**src/hw/acd_pkg.sv**
```systemverilog
// Constants for the audio clock divider configuration block.
// Assumes 32-bit APB access, one 8-bit register per aligned word.
package acd_pkg;

  // ==========================================================================
  // Register indices and byte addresses
  // ==========================================================================
  localparam int ADDR_W = 12;
  localparam logic [7:0] IDX_MOD = 8'h3b;
  localparam logic [7:0] IDX_PRI = 8'h3c;
  localparam logic [7:0] IDX_SEC = 8'h3d;
  localparam logic [7:0] IDX_ANA = 8'h3e;
  localparam logic [7:0] IDX_EN = 8'h44;
  localparam logic [7:0] IDX_CTL = 8'h60;
  localparam logic [7:0] IDX_STAT = 8'h61;
  localparam logic [ADDR_W-1:0] A_MOD = {2'h0, IDX_MOD, 2'h0};
  localparam logic [ADDR_W-1:0] A_PRI = {2'h0, IDX_PRI, 2'h0};
  localparam logic [ADDR_W-1:0] A_SEC = {2'h0, IDX_SEC, 2'h0};
  localparam logic [ADDR_W-1:0] A_ANA = {2'h0, IDX_ANA, 2'h0};
  localparam logic [ADDR_W-1:0] A_EN = {2'h0, IDX_EN, 2'h0};
  localparam logic [ADDR_W-1:0] A_CTL = {2'h0, IDX_CTL, 2'h0};
  localparam logic [ADDR_W-1:0] A_STAT = {2'h0, IDX_STAT, 2'h0};

  // ==========================================================================
  // Field positions, write masks and reset values
  // ==========================================================================
  localparam int MOD_DIV_LSB = 4;
  localparam int MOD_DBL_BIT = 3;
  localparam int PRI_HI_BIT = 2;
  localparam int SEC_HI_BIT = 1;
  localparam int EN_N_BIT = 2;
  localparam int EN_M_BIT = 1;
  localparam int EN_PDM_BIT = 0;
  localparam int CTL_AUTO_BIT = 0;
  localparam logic [7:0] MOD_WMASK = 8'h3e;
  localparam logic [7:0] ANA_WMASK = 8'h3f;
  localparam logic [7:0] EN_WMASK = 8'h07;
  localparam logic [7:0] CTL_WMASK = 8'h01;
  localparam logic [7:0] RST_MOD = 8'h00;
  localparam logic [7:0] RST_LOW = 8'h01;
  localparam logic [7:0] RST_ANA = 8'h01;
  localparam logic [7:0] RST_EN = 8'h00;
  localparam logic [7:0] RST_CTL = 8'h00;

  // ==========================================================================
  // Divider slots and ratio coding
  // ==========================================================================
  localparam int RATIO_W = 10;
  localparam int NDIV = 7;
  localparam int D_DAC = 0;
  localparam int D_PRI = 1;
  localparam int D_SEC = 2;
  localparam int D_NM = 3;
  localparam int D_N = 4;
  localparam int D_M = 5;
  localparam int D_PDM = 6;
  localparam logic [RATIO_W-1:0] BCLK_ZERO_RATIO = 10'h200;
  localparam logic [RATIO_W-1:0] NM_ZERO_RATIO = 10'h040;
  localparam int APB_WAIT_CYCLES = 0;

  // Bit-clock code: zero means the longest ratio
  function automatic logic [RATIO_W-1:0] bclk_ratio(input logic [8:0] code);
    return (code == 9'h000) ? BCLK_ZERO_RATIO : {1'b0, code};
  endfunction : bclk_ratio

  // Analog ratio code: zero means 64
  function automatic logic [RATIO_W-1:0] nm_ratio(input logic [5:0] code);
    return (code == 6'h00) ? NM_ZERO_RATIO : {4'h0, code};
  endfunction : nm_ratio

  // Modulator code 1/2/4; reserved code falls back to 1; doubling off halves rate
  function automatic logic [RATIO_W-1:0] dac_ratio(input logic [1:0] code,
                                                   input logic dbl_off);
    logic [RATIO_W-1:0] base;
    base = (code == 2'h1) ? 10'h002 : (code == 2'h2) ? 10'h004 : 10'h001;
    return dbl_off ? {base[RATIO_W-2:0], 1'b0} : base;
  endfunction : dac_ratio

endpackage : acd_pkg

```
**src/hw/acd_div.sv**
```systemverilog
// One programmable clock divider counting source ticks.
// Assumes src_tick and enable come from logic on pclk.
`timescale 1ns/10ps
module acd_div
  import acd_pkg::*;
(
  input wire logic pclk,
  input wire logic presetn,
  input wire logic ce,
  input wire logic src_tick,
  input wire logic enable,
  input wire logic [acd_pkg::RATIO_W-1:0] ratio,
  output logic div_tick,
  output logic div_level
);

  import acd_pkg::*;

  typedef struct packed {
    logic [RATIO_W-1:0] cnt;
    logic tick;
    logic level;
  } acd_div_state_t;

  acd_div_state_t q;
  acd_div_state_t d;

  // ==========================================================================
  // Counter
  // ==========================================================================
  // Disabled divider is parked at zero so it restarts from a clean phase
  always_comb
  begin
    d = q;
    d.tick = 1'b0;
    if (!enable)
    begin
      d = '0;
    end
    else if (src_tick)
    begin
      if (q.cnt >= ratio - 10'h001)
      begin
        d.cnt = '0;
        d.tick = 1'b1;
        d.level = ~q.level;
      end
      else
      begin
        d.cnt = q.cnt + 10'h001;
      end
    end
  end

  // Clock enable freezes every bit of state
  always_ff @(posedge pclk or negedge presetn)
  begin
    if (!presetn)
      q <= '0;
    else if (ce)
      q <= d;
  end

  assign div_tick = q.tick;
  assign div_level = q.level;
endmodule : acd_div

```
**src/hw/acd_top.sv**
```systemverilog
// Clock divider configuration registers with their divider bank.
// Assumes an APB master on pclk and a source tick and auto ratios on pclk.
//
// Functional notes
// - DAC modulator code 0,1,2 divides by 1,2,4; code 3 reserved.
// - Auto detection replaces programmed modulator, bit-clock and analog ratios.
// - Doubling bit 0 keeps 2x modulator clock; 1 disables it.
// - Bit 2 is the top bit of the primary bit-clock divider.
// - Bit 1 is the top bit of the secondary bit-clock divider.
// - Bit-clock code 0 divides by 512, others by their value.
// - Analog ratio code 0 divides by 64, 1 to 63 by the code.
// - Enable bits 2,1,0 run the N, M and PDM dividers.
// - Low fields and analog ratio reset to 1; others reset to 0.
//
// Added by the designer: the APB slave port.
`timescale 1ns/10ps
module acd_top
  import acd_pkg::*;
#(
  parameter logic [acd_pkg::RATIO_W-1:0] N_RATIO = 10'h001,
  parameter logic [acd_pkg::RATIO_W-1:0] M_RATIO = 10'h001,
  parameter logic [acd_pkg::RATIO_W-1:0] PDM_RATIO = 10'h001
)
(
  input wire logic pclk,
  input wire logic presetn,
  input wire logic ce,
  input wire logic psel,
  input wire logic penable,
  input wire logic pwrite,
  input wire logic [acd_pkg::ADDR_W-1:0] paddr,
  input wire logic [31:0] pwdata,
  input wire logic [3:0] pstrb,
  output logic [31:0] prdata,
  output logic pready,
  output logic pslverr,
  input wire logic src_tick,
  input wire logic [acd_pkg::RATIO_W-1:0] auto_dac_ratio,
  input wire logic [acd_pkg::RATIO_W-1:0] auto_pri_ratio,
  input wire logic [acd_pkg::RATIO_W-1:0] auto_sec_ratio,
  input wire logic [acd_pkg::RATIO_W-1:0] auto_nm_ratio,
  output logic [acd_pkg::NDIV-1:0] div_tick,
  output logic [acd_pkg::NDIV-1:0] div_level
);

  import acd_pkg::*;

  typedef struct packed {
    logic [7:0] mod;
    logic [7:0] pri_low;
    logic [7:0] sec_low;
    logic [7:0] ana;
    logic [7:0] en;
    logic [7:0] ctl;
    logic [31:0] rdata;
    logic ready;
    logic err;
  } acd_regs_t;

  acd_regs_t q;
  acd_regs_t d;
  logic [RATIO_W-1:0] ratio [NDIV];
  logic [NDIV-1:0] div_en;
  logic setup;
  logic access;
  logic auto_on;
  logic [7:0] rd_byte;

  // ==========================================================================
  // Address decode
  // ==========================================================================
  // Shared by the error answer and the error checks
  function automatic logic addr_hit(input logic [ADDR_W-1:0] a);
    return (a == A_MOD) || (a == A_PRI) || (a == A_SEC) || (a == A_ANA) ||
           (a == A_EN) || (a == A_CTL) || (a == A_STAT);
  endfunction : addr_hit

  assign setup = psel && !penable;
  assign access = psel && penable && q.ready;
  assign auto_on = q.ctl[CTL_AUTO_BIT];

  // Read mux; reserved bits are zero in storage so they read as zero
  always_comb
  begin
    case (paddr)
      A_MOD: rd_byte = q.mod;
      A_PRI: rd_byte = q.pri_low;
      A_SEC: rd_byte = q.sec_low;
      A_ANA: rd_byte = q.ana;
      A_EN: rd_byte = q.en;
      A_CTL: rd_byte = q.ctl;
      A_STAT: rd_byte = {div_level[D_PDM:D_DAC], auto_on};
      default: rd_byte = 8'h00;
    endcase
  end

  // ==========================================================================
  // APB slave and register file
  // ==========================================================================
  // Ready is raised in the setup cycle so the access phase ends at once;
  // read data is captured in setup, while the address is already stable.
  always_comb
  begin
    d = q;
    d.ready = 1'b0;
    d.err = 1'b0;
    if (setup)
    begin
      d.ready = 1'b1;
      d.err = !addr_hit(paddr);
      d.rdata = pwrite ? 32'h0000_0000 : {24'h00_0000, rd_byte};
    end
    // Write lands only at the edge that completes the access phase
    if (access && pwrite && pstrb[0])
    begin
      case (paddr)
        A_MOD: d.mod = pwdata[7:0] & MOD_WMASK;
        A_PRI: d.pri_low = pwdata[7:0];
        A_SEC: d.sec_low = pwdata[7:0];
        A_ANA: d.ana = pwdata[7:0] & ANA_WMASK;
        A_EN: d.en = pwdata[7:0] & EN_WMASK;
        A_CTL: d.ctl = pwdata[7:0] & CTL_WMASK;
        default: d.mod = q.mod;
      endcase
    end
  end

  // State register; a low ce also stalls the bus, by design
  always_ff @(posedge pclk or negedge presetn)
  begin
    if (!presetn)
    begin
      q.mod <= RST_MOD;
      q.pri_low <= RST_LOW;
      q.sec_low <= RST_LOW;
      q.ana <= RST_ANA;
      q.en <= RST_EN;
      q.ctl <= RST_CTL;
      q.rdata <= 32'h0000_0000;
      q.ready <= 1'b0;
      q.err <= 1'b0;
    end
    else if (ce)
    begin
      q <= d;
    end
  end

  assign prdata = q.rdata;
  assign pready = q.ready;
  assign pslverr = q.err;

  // ==========================================================================
  // Effective ratios
  // ==========================================================================
  // Auto mode overrides only the fields it detects; M, N and PDM stay fixed
  always_comb
  begin
    if (auto_on)
    begin
      ratio[D_DAC] = auto_dac_ratio;
      ratio[D_PRI] = auto_pri_ratio;
      ratio[D_SEC] = auto_sec_ratio;
      ratio[D_NM] = auto_nm_ratio;
    end
    else
    begin
      ratio[D_DAC] = dac_ratio(q.mod[MOD_DIV_LSB+1:MOD_DIV_LSB], q.mod[MOD_DBL_BIT]);
      ratio[D_PRI] = bclk_ratio({q.mod[PRI_HI_BIT], q.pri_low});
      ratio[D_SEC] = bclk_ratio({q.mod[SEC_HI_BIT], q.sec_low});
      ratio[D_NM] = nm_ratio(q.ana[5:0]);
    end
    ratio[D_N] = N_RATIO;
    ratio[D_M] = M_RATIO;
    ratio[D_PDM] = PDM_RATIO;
  end

  // Enables of the first four live in another register; they free-run here
  always_comb
  begin
    div_en = '1;
    div_en[D_N] = q.en[EN_N_BIT];
    div_en[D_M] = q.en[EN_M_BIT];
    div_en[D_PDM] = q.en[EN_PDM_BIT];
  end

  // ==========================================================================
  // Divider bank
  // ==========================================================================
  for (genvar i = 0; i < NDIV; i++)
  begin : g_div
    acd_div u_div (
      .pclk(pclk),
      .presetn(presetn),
      .ce(ce),
      .src_tick(src_tick),
      .enable(div_en[i]),
      .ratio(ratio[i]),
      .div_tick(div_tick[i]),
      .div_level(div_level[i])
    );
  end
endmodule : acd_top

```
**config.mk**
```make
export PLATFORM = sky130hd
export DESIGN_NAME = acd_top
export DESIGN_NICKNAME = d
export VERILOG_FILES = /design/src/hw/acd_pkg.sv /design/src/hw/acd_div.sv /design/src/hw/acd_top.sv
export SDC_FILE = /design/constraint.sdc
export NUM_CORES = 1
export LEC_CHECK = 0
export BUFFER_PORTS_ARGS = -buffer_cell sky130_fd_sc_hd__buf_2
export CAP_MARGIN = 40
export CORE_AREA = 4 4 152 117
export CTS_BUF_LIST = sky130_fd_sc_hd__clkbuf_8
export CTS_CLUSTER_DIAMETER = 40
export CTS_CLUSTER_SIZE = 30
export DETAILED_ROUTE_END_ITERATION = 8
export DIE_AREA = 0 0 156 121
export PLACE_DENSITY = 0.69
export SYNTH_ARGS = -nofsm -noshare
export SYNTH_HDL_FRONTEND = slang
export SYNTH_SLANG_ARGS = --single-unit
```
**constraint.sdc**
```tcl
create_clock -name pclk -period 3.67 [get_ports pclk]
set_input_delay 0.734 -clock pclk [delete_from_list [all_inputs] [get_ports pclk]]
set_output_delay 0.734 -clock pclk [all_outputs]
set_load 0.02 [all_outputs]
```
==> flow_metrics.py, run 1 <==
metrics = {
    "status": {
        "run_status": "finished, final reports clean",
    },
    "clocking": {
        "tritoncts": "done",
        "clock_tree.htree_level_count": 3,
        "clock_path_buffers": 2,
        "clkLatencyLatePin_ns": 0.37,
        "clock_sinks": 95,
        "post_cts_hold_buffer_count": 0,
        "cts.clk_slew.worst_paths_ns": 0.10,
        "clk_root_buffer_cell": "clkbuf_8",
        "cts_inserted_buffers": 9,
    },
    "setup_path": {
        "crit_type": "flip-flop to flip-flop",
        "worst_path_largest_cell_delay_ns": 0.41,
        "critical_path_required_ns": 3.94,
        "r2r_setup_slack_ns": 0.21,
        "rr_endpoint": "g_div[0].u_div.q[6]",
        "worst_path_max_delay_cell": "dfrtp_1",
        "critPathCaptureType": "flip-flop",
        "crit-reg2reg-launch": "q[78]",
        "crit_path_start": "q[78]",
        "cp_common_cell": "ha_1",
        "cp_top_family": "compound AO/OA/AOI/OAI gates",
        "worstRegToRegCells": 15,
        "worstPathCellList": "inv_1 -> ha_1 -> a21oi_1 -> nand2_1 -> nand2_1 -> ha_1 -> o211ai_1 -> or3_1 -> a21oi_1 -> nor2_1 -> ha_1 -> a41oi_1 -> a2bb2oi_2 -> o211ai_1 -> o311ai_1",
        "worst-path-buf-inv": 1,
        "critical_path.max_fanout": 5,
        "start_kind": "flip-flop",
        "arrival_ns": 3.73,
        "timing.critical_path.depth": 15,
    },
    "floorplan": {
        "floorplan.die.width_um": 156,
        "floorplan.core_area_um2": 16500,
        "die-height_um": 121,
        "count_of_standard_cell_rows": 41,
        "design.die.area_um2": 18900,
        "io-pin-count": 143,
        "initial_utilization": 0.437,
    },
    "drt": {
        "antenna_violating_nets_post_route": 0,
        "dr_total_vias": 5996,
        "drt_wl_total_um": 18300,
        "post_drt_via_cell_ratio": 5.53,
        "detail_route.first_pass.iterations": 5,
        "route.detailed.wl_per_inst_um": 16.9,
        "drt-initial-drc-count": 365,
        "drc": 0,
    },
    "cells_and_area": {
        "multi_input_gate_area_um2": 4380,
        "final_std_cells_w_o_fill": 1084,
        "finalNetCount": 1009,
        "areaGrowthSynthToFinish_pct": 10.7,
        "fill_cells": 1544,
        "diodes": 0,
        "ff_latch_area_um2": 2380,
        "finalCoreUtilization": 0.484,
        "drive_above_1_share": 0.196,
    },
    "timing": {
        "setup_viol_count_final": 0,
        "fin_setup_tns_ns": 0,
        "max_freq_mhz": 289,
        "max_clock_skew_ns": 0.0128,
        "worst_pin_slew_ns": 0.762,
        "timing.final.max_slew_violations": 0,
        "timing.final.crit_period_ns": 3.46,
        "finalWorstSetupSlack_ns": 0.209,
        "post-route-period-util": 0.943,
        "final-hold-violation-count": 0,
        "rsz0062_at_grt": "false",
        "relSlewSlack": 0.492,
    },
    "synthesis": {
        "main_combinational_cell_family_by_area_after_synthesis": "simple AND/OR/NAND/NOR gates",
        "post_synth_instance_area_um2": 7200,
        "yosys.area_share.xor_xnor": 0.0560,
        "post_synth_inst_count": 782,
        "synth-compound-area-share": 0.158,
        "synth_enable_flop_cells": 0,
        "post_synth_mux_area_share": 0.0895,
        "fraction_of_the_yosys_area_taken_by_sequential_cells": 0.331,
        "simple_gate_share_of_the_synthesized_area": 0.205,
        "post_synth_fa_ha_maj_area_fraction": 0.0869,
        "synth_top_cell_by_area": "dfrtp_1",
        "synth_area_per_cell_um2": 9.20,
        "netlist.area_leader.share": 0.320,
        "yosys-top-cells-count": "92 x dfrtp_1, 87 x nand2_1, 60 x nor2_1",
        "synth-warning-count": 0,
        "synth_area_leaders": "dfrtp_1 32%, ha_1 8.7%, buf_4 4.8%, nand2_1 4.5%, mux2_1 4.4%",
        "ys_seq_elements": 95,
        "yosys.cell_count.top_type": "dfrtp_1",
        "synth.distinct_cells": 84,
        "synth_ff_type": "dfrtp_1",
        "post_synth_arst_share": 1.00,
    },
    "pwr": {
        "power_density_nw_per_um2": 413,
        "vdd_drop_max_uv": 195,
        "p_leak_nw": 3.92,
    },
    "global_routing": {
        "number_of_global_route_vias_before_repair": 5566,
        "congestion_overflow_gr": 0,
        "grt_antenna_before_repair": 0,
        "wire_length_of_the_first_global_routing_pass_um": 29200,
        "grt_start_max_net_pins": 58,
        "grtUsageTotal": 0.191,
    },
    "flow_run": {
        "max_cap_viol_count": 0,
    },
    "placement": {
        "dp_hpwl_um": 14200,
        "placed_insts": 1062,
        "gp_congestion": 0.868,
        "buffer_ports.inserted": 91,
        "dp_slack_ns": 0.0733,
    },
    "min_path": {
        "timing.hold.worst.class": "input port to async pin",
    },
}
through the flow:
step	hold WS, ns	power (W)	instance area [µm²]
after global routing	0.469	0.00355	7970
after detailed placement	0.465	0.00262	7710
after global placement	0.462	0.00258	7710
after CTS	0.441	0.00329	7900
final	0.418	0.00329	7970
after floorplan	0.438	0.00226	7280
worst max path at each step:
stage	endpoint
after floorplan	g_div[0].u_div.div_tick
after global placement	g_div[3].u_div.div_level
after detailed placement	g_div[3].u_div.div_level
after CTS	g_div[2].u_div.q[8]
after global routing	g_div[0].u_div.q[5]
final	g_div[0].u_div.q[6]
cell usage in the layout (no fill, tap or decap), drive strengths merged, types with 6 or more instances in the layout:
| cell | synthesis | final |
|---|---|---|
| nor2 | 62 | 62 |
| nand3 | 24 | 24 |
| clkbuf | 9 | 10 |
| o211ai | 11 | 11 |
| and3 | 6 | 6 |
| nor3 | 22 | 22 |
| mux2 | 34 | 34 |
| o2111ai | 10 | 10 |
| nand4 | 7 | 7 |
| nand2b | 16 | 16 |
| o311ai | 6 | 6 |
| conb | 1 | 24 |
| inv | 21 | 23 |
| ha | 50 | 50 |
| o21ai | 50 | 50 |
| a211oi | 8 | 8 |
| nand2 | 87 | 87 |
| dfrtp | 92 | 92 |
| a21oi | 23 | 23 |
| mux2i | 25 | 25 |
| a222oi | 6 | 6 |
| or3 | 6 | 6 |
| xor2 | 26 | 26 |
| xnor2 | 20 | 20 |
| nor4 | 12 | 12 |
| buf | 60 | 117 |
routing by layer:
metal  track usage  part of all wire
met3        0.0289             0.051
met2         0.294              0.44
met5             0                 0
met1         0.289              0.50
met4        0.0284            0.0062
worst reg2reg max path: cells and delay by family, from the launching register on:
| family | cells | cell delay, ns |
|---|---|---|
| compound gates | 7 | 1.51 |
| fa+ha+maj | 3 | 0.83 |
| buf+inv | 1 | 0.06 |
| flops | 1 | 0.41 |
| simple gates | 4 | 0.55 |
registers in the layout, indices dropped and copies added (netlist names):
name                   count
prdata                     8
pslverr                    1
pready                     1
q                         27
g_div.u_div.div_level      7
auto_on                    1
div_en                     3
g_div.u_div.div_tick       7
g_div.u_div.q             40
cells by family (layout without fill, tap and decap cells):
logic type,Yosys count,in the layout
compound gates,161,161
simple gates,280,280
other cells,1,24
xor+xnor,46,46
buf+inv,90,154
mux,59,59
fa+ha+maj,50,50
flops,95,95
layout make-up:
cell class                      count  area share
Clock buffer                       10      0.0173
Clock inverter                      6     0.00550
Inverter                           21     0.00990
Multi-Input combinational cell    620       0.550
Sequential cell                    95       0.299
Tap cell                          215      0.0338
Timing Repair Buffer              117      0.0840
timing repair:
action,4_1_cts,5_1_grt
setup buffers,0,6
resized for setup,0,2
endpoints found under the setup margin,0,31
report_power, final:
part | internal, W | switching (W) | total (W)
registers | 0.00121 | 0.000242 | 0.00145
logic | 0.000523 | 0.000650 | 0.00117
clock network | 0.000269 | 0.000397 | 0.000666
total | 0.00200 | 0.00129 | 0.00329
Power figures use the tool's default switching activity.
==> inputs of run 2 (changes only) <==
- GPL_TIMING_DRIVEN: unset -> 1
- PLACE_DENSITY: 0.69 -> unset
- PLACE_DENSITY_LB_ADDON: unset -> 0.25
==> run 2 against run 1 <==
Net effect: flip-flop and latch count unchanged; largest cell class unchanged; first-iteration DRC count down 12%; register-to-register slack better by 0.08 ns; highest routed layer unchanged; routed wire length down 0.39%.
==> flow_metrics.py, run 2 (synthesized netlist as in run 1, its figures left out) <==
metrics = {
    "status": {
        "run_status": "finished, final reports clean",
    },
    "cells_and_area": {
        "max_flop_register": "g_div.u_div.q",
        "multi_input_gate_area_um2": 4380,
        "areaGrowthSynthToFinish_pct": 10.4,
        "ff_latch_area_um2": 2380,
        "fill_cells": 1620,
        "finalNetCount": 1005,
        "final_area_um2": 7940,
        "diodes": 0,
        "finalCoreUtilization": 0.482,
        "drive_above_1_share": 0.191,
        "layout_common_cells": "91 x dfrtp_1, 90 x buf_2, 87 x nand2_1, 60 x nor2_1, 50 x ha_1",
        "largest_reg_flops": 40,
        "final_common_cell": "dfrtp_1",
    },
    "setup_path": {
        "r2r_setup_slack_ns": 0.29,
        "critPathCaptureType": "flip-flop",
        "cp_common_cell": "ha_1",
        "worst_path_max_delay_cell": "dfrtp_1",
        "worstPathCellList": "inv_1 -> ha_1 -> a22oi_1 -> ha_1 -> o211ai_1 -> or3_1 -> a21oi_1 -> nor2_1 -> ha_1 -> a41oi_1 -> a2bb2oi_2 -> o211ai_1 -> o311ai_1",
        "crit-reg2reg-launch": "q[78]",
        "crit_path_start": "q[78]",
        "critical_path_required_ns": 3.96,
        "worst_path_largest_cell_delay_ns": 0.42,
        "crit_type": "flip-flop to flip-flop",
        "critical_path.max_fanout": 5,
        "start_kind": "flip-flop",
        "arrival_ns": 3.67,
    },
    "timing": {
        "max_freq_mhz": 296,
        "fin_setup_tns_ns": 0,
        "setup_viol_count_final": 0,
        "timing.final.crit_period_ns": 3.38,
        "relSlewSlack": 0.587,
        "post-route-period-util": 0.921,
        "finalWorstSetupSlack_ns": 0.289,
        "timing.final.max_slew_violations": 0,
        "max_clock_skew_ns": 0.00941,
        "worst_pin_slew_ns": 0.620,
        "final-hold-violation-count": 0,
        "rsz0062_at_grt": "false",
    },
    "global_routing": {
        "congestion_overflow_gr": 0,
        "grtUsageTotal": 0.195,
        "grt_start_max_net_pins": 64,
        "wire_length_of_the_first_global_routing_pass_um": 29100,
        "grt_antenna_before_repair": 0,
        "number_of_global_route_vias_before_repair": 5372,
    },
    "pwr": {
        "power.share.clock": 0.212,
        "power_density_nw_per_um2": 416,
        "netSwitchingFraction": 0.385,
        "p_sw_w": 0.00127,
        "pwr-share-seq": 0.438,
        "p_comb_frac": 0.350,
        "power.internal_w": 0.00203,
        "p_leak_nw": 3.90,
        "vdd_drop_max_uv": 219,
    },
    "floorplan": {
        "die-height_um": 121,
        "io-pin-count": 143,
        "count_of_standard_cell_rows": 41,
        "initial_utilization": 0.437,
        "floorplan.die.width_um": 156,
        "design.die.area_um2": 18900,
        "floorplan.core_area_um2": 16500,
    },
    "drt": {
        "drt_wl_total_um": 18300,
        "post_drt_via_cell_ratio": 5.52,
        "route.detailed.wl_per_inst_um": 16.9,
        "drc": 0,
        "dr_total_vias": 5956,
        "antenna_violating_nets_post_route": 0,
        "detail_route.first_pass.iterations": 5,
        "drt-initial-drc-count": 320,
    },
    "min_path": {
        "timing.hold.worst.class": "input port to async pin",
    },
    "clocking": {
        "clock_tree.htree_level_count": 3,
        "cts_inserted_buffers": 9,
        "clock_path_buffers": 2,
        "clkLatencyLatePin_ns": 0.39,
        "cts.clk_slew.worst_paths_ns": 0.10,
        "clock_sinks": 95,
        "tritoncts": "done",
        "clk_root_buffer_cell": "clkbuf_8",
        "post_cts.repair.setup_buffers": 0,
    },
    "placement": {
        "postPlaceCellArea_um2": 7750,
        "dp_slack_ns": 0.0349,
        "dp_hpwl_um": 14200,
        "buffer_ports.inserted": 91,
        "gp_congestion": 0.839,
    },
    "flow_run": {
        "max_cap_viol_count": 0,
    },
}
run 2: changes by cell type in the layout (fill, tap and decap cells not counted), sizes merged:
cell / delta
buf: -4
inv: -1
clkbuf: -1
bufinv: +1
run 2: metal layers:
layer	share of wire	GRT usage	up-vias	routed length, µm
met5	0	0	-	0
met4	0.0050	0.0328	0	91
met3	0.068	0.0449	9	1240
met2	0.43	0.288	144	7890
met1	0.50	0.296	2843	9040
li1	-	-	2960	-
run 2: timing repair:
action,4_1_cts,5_1_grt
hold buffers,0,0
gates resized for setup,0,2
setup endpoints to repair,0,8
hold endpoints to repair,0,0
run 2: worst max-delay path: cells and delay by family, from the launching register on:
kind,cells,cell delay (ns)
flip-flops,1,0.42
AO/OA/AOI/OAI,7,1.55
AND/OR/NAND/NOR,2,0.40
buffers and inverters,1,0.06
adder cells (fa/ha/maj),3,0.87
run 2: per-stage QoR:
stage	hold slack (ns)	std cells	total power, W
finish	0.144	1079	0.00331
global route	0.106	1079	0.00358
CTS	0.119	1079	0.00334
detailed placement	0.468	1064	0.00263
global placement	0.462	1063	0.00260
floorplan	0.438	805	0.00226
run 2: power groups by stage:
| stage | clock [W] | combinational (W) | sequential (W) |
|---|---|---|---|
| 6_report | 0.000702 | 0.00116 | 0.00145 |
| 5_1_grt | 0.000773 | 0.00132 | 0.00148 |
| 4_1_cts | 0.000729 | 0.00116 | 0.00145 |
| 3_5_place_dp | 0 | 0.00116 | 0.00147 |
| 3_3_place_gp | 0 | 0.00113 | 0.00147 |
| 2_1_floorplan | 0 | 0.000873 | 0.00139 |
run 2: final cells by class:
type                            instances  area share
Sequential cell                        95       0.300
Multi-Input combinational cell        620       0.552
Timing Repair Buffer                  113      0.0810
Inverter                               21     0.00992
Clock buffer                            9      0.0156
Tap cell                              215      0.0339
Clock inverter                          6     0.00772
run 2: worst paths after layout:
check,cells past startpoint,end
min in group pclk,1,g_div[1].u_div.div_tick
min reg2reg,1,g_div[1].u_div.div_tick
max,13,g_div[0].u_div.q[5]
max reg2reg,13,g_div[0].u_div.q[5]
max in group asynchronous,2,q[50]
min,1,g_div[0].u_div.q[8]
==> inputs of run 3 (changes only) <==
- RECOVER_POWER: unset -> 100
==> run 3 against run 2 <==
Net effect: the flow now finishes with violations (max-capacitance violations, max-slew violations); maximum frequency fell by 0.93%; largest power group unchanged; combinational power fell by 3%; utilization fell by 0.79 points; routed wire length rose by 0.36%; critical endpoint is now g_div[0].u_div.div_tick; final cell count did not move; register-to-register slack got worse by 0.03 ns; clock skew fell by 0.0017 ns; final area fell by 1.6%; critical path depth rose by 1; count of clock-buffer cells in the layout did not move; worst hold slack improved by 0.065 ns; total power fell by 1.3%.
==> flow_metrics.py, run 3 (synthesized netlist as in run 1, its figures left out) <==
metrics = {
    "timing": {
        "finalWorstSetupSlack_ns": 0.257,
        "timing.final.crit_period_ns": 3.41,
        "final-hold-violation-count": 0,
        "fin_setup_tns_ns": 0,
        "worst_pin_slew_ns": 1.59,
        "setup_viol_count_final": 0,
        "max_freq_mhz": 293,
        "timing.final.max_slew_violations": 64,
        "post-route-period-util": 0.930,
        "relSlewSlack": -0.0582,
        "final.hold.worst_slack_ns": 0.209,
        "rsz0062_at_grt": "false",
        "max_clock_skew_ns": 0.00772,
    },
    "clocking": {
        "cts_inserted_buffers": 9,
        "clock_sinks": 95,
        "clock_tree.htree_level_count": 3,
        "tritoncts": "done",
        "clk_root_buffer_cell": "clkbuf_8",
        "clock_path_buffers": 2,
        "cts.clk_slew.worst_paths_ns": 0.10,
        "clkLatencyLatePin_ns": 0.38,
    },
    "global_routing": {
        "number_of_global_route_vias_before_repair": 5372,
        "congestion_overflow_gr": 0,
        "wire_length_of_the_first_global_routing_pass_um": 29100,
        "grtUsageTotal": 0.195,
        "grt_start_max_net_pins": 64,
        "grt_antenna_before_repair": 0,
    },
    "pwr": {
        "p_leak_nw": 3.75,
        "netSwitchingFraction": 0.387,
        "power.share.clock": 0.214,
        "finalPower_w": 0.00327,
        "vdd_drop_max_uv": 219,
        "p_sw_w": 0.00126,
        "power.internal_w": 0.00200,
        "pwr-share-seq": 0.444,
        "p_comb_frac": 0.342,
        "power_density_nw_per_um2": 418,
    },
    "cells_and_area": {
        "finalCoreUtilization": 0.474,
        "final_common_cell": "dfrtp_1",
        "fill_cells": 1645,
        "areaGrowthSynthToFinish_pct": 8.55,
        "layout_common_cells": "91 x dfrtp_1, 87 x nand2_1, 64 x buf_2, 62 x nor2_1, 50 x ha_1",
        "ff_latch_area_um2": 2380,
        "finalNetCount": 1005,
        "diodes": 0,
        "largest_reg_flops": 40,
        "multi_input_gate_area_um2": 4330,
        "drive_above_1_share": 0.145,
        "max_flop_register": "g_div.u_div.q",
    },
    "placement": {
        "dp_slack_ns": 0.0349,
        "gp_congestion": 0.839,
        "dp_hpwl_um": 14200,
        "buffer_ports.inserted": 91,
    },
    "drt": {
        "antenna_violating_nets_post_route": 0,
        "drt_wl_total_um": 18300,
        "detail_route.first_pass.iterations": 6,
        "route.detailed.wl_per_inst_um": 17.0,
        "drt-initial-drc-count": 310,
        "post_drt_via_cell_ratio": 5.56,
        "drc": 0,
        "dr_total_vias": 5998,
    },
    "setup_path": {
        "critical_path_required_ns": 3.95,
        "start_kind": "flip-flop",
        "cp_common_cell": "ha_1",
        "worstRegToRegCells": 14,
        "critical_path.max_fanout": 5,
        "worst_path_max_delay_cell": "dfrtp_1",
        "worstPathCellList": "inv_1 -> ha_1 -> a22oi_1 -> ha_1 -> o211ai_1 -> or3_1 -> a21oi_1 -> nor2_1 -> ha_1 -> a41oi_1 -> a2bb2oi_2 -> o21ai_0 -> clkbuf_1 -> a22o_1",
        "worst_path_largest_cell_delay_ns": 0.43,
        "critPathCaptureType": "flip-flop",
        "crit_type": "flip-flop to flip-flop",
        "arrival_ns": 3.69,
    },
    "floorplan": {
        "die-height_um": 121,
        "io-pin-count": 143,
        "design.die.area_um2": 18900,
        "floorplan.core_area_um2": 16500,
        "floorplan.die.width_um": 156,
        "count_of_standard_cell_rows": 41,
        "initial_utilization": 0.437,
    },
    "status": {
        "failed_checks": "max-capacitance violations, max-slew violations",
        "run_status": "finished, violations left",
    },
    "min_path": {
        "timing.hold.worst.class": "input port to async pin",
    },
    "flow_run": {
        "max_cap_viol_count": 1,
    },
}
-- run 3: timing repair --
action,4_1_cts,5_1_grt
buffers inserted,0,0
gates resized for setup,0,2
hold buffers,0,0
endpoints found under the setup margin,0,8
-- run 3: layout make-up --
cell class / count / share of cell area
flip-flops and latches: 95 / 0.305
multi-input cells: 620 / 0.554
well taps: 215 / 0.0344
clock buffers: 9 / 0.0159
inverters: 21 / 0.0101
clock inverters: 6 / 0.00785
repair buffers: 113 / 0.0721
-- run 3: path summary, 6_finish.rpt --
check	slack (ns)	from	to
max	0.26	q[78]	g_div[0].u_div.div_tick
min	0.21	presetn	g_div[0].u_div.q[8]
max reg2reg	0.26	q[78]	g_div[0].u_div.div_tick
min reg2reg	0.49	g_div[1].u_div.div_tick	g_div[1].u_div.div_tick
max in group asynchronous	1.41	presetn	auto_on
min in group pclk	0.49	g_div[1].u_div.div_tick	g_div[1].u_div.div_tick
-- run 3: critical path: cells and delay by family, from the launching register on --
kind | cells | cell delay [ns]
simple gates | 2 | 0.40
buf+inv | 2 | 0.26
flops | 1 | 0.43
fa+ha+maj | 3 | 0.88
compound gates | 7 | 1.36
-- run 3: layer usage --
layer,global-route usage,up-vias,wire [µm]
li1,-,2965,-
met1,0.296,2885,9130
met2,0.288,137,7970
met3,0.0449,11,1100
met4,0.0328,0,116
met5,0,-,0
-- run 3: metrics by stage --
step,std cells,cell area [µm²]
after detailed placement,1064,7750
after global placement,1063,7720
after floorplan,805,7280
after global routing,1079,7810
final,1079,7810
after CTS,1079,7930
-- run 3: power by group through the flow --
stage	logic, W	registers [W]	clock network (W)
after global placement	0.00113	0.00147	0
after CTS	0.00116	0.00145	0.000729
after floorplan	0.000873	0.00139	0
after global routing	0.00128	0.00148	0.000773
after detailed placement	0.00116	0.00147	0
final	0.00112	0.00145	0.000698
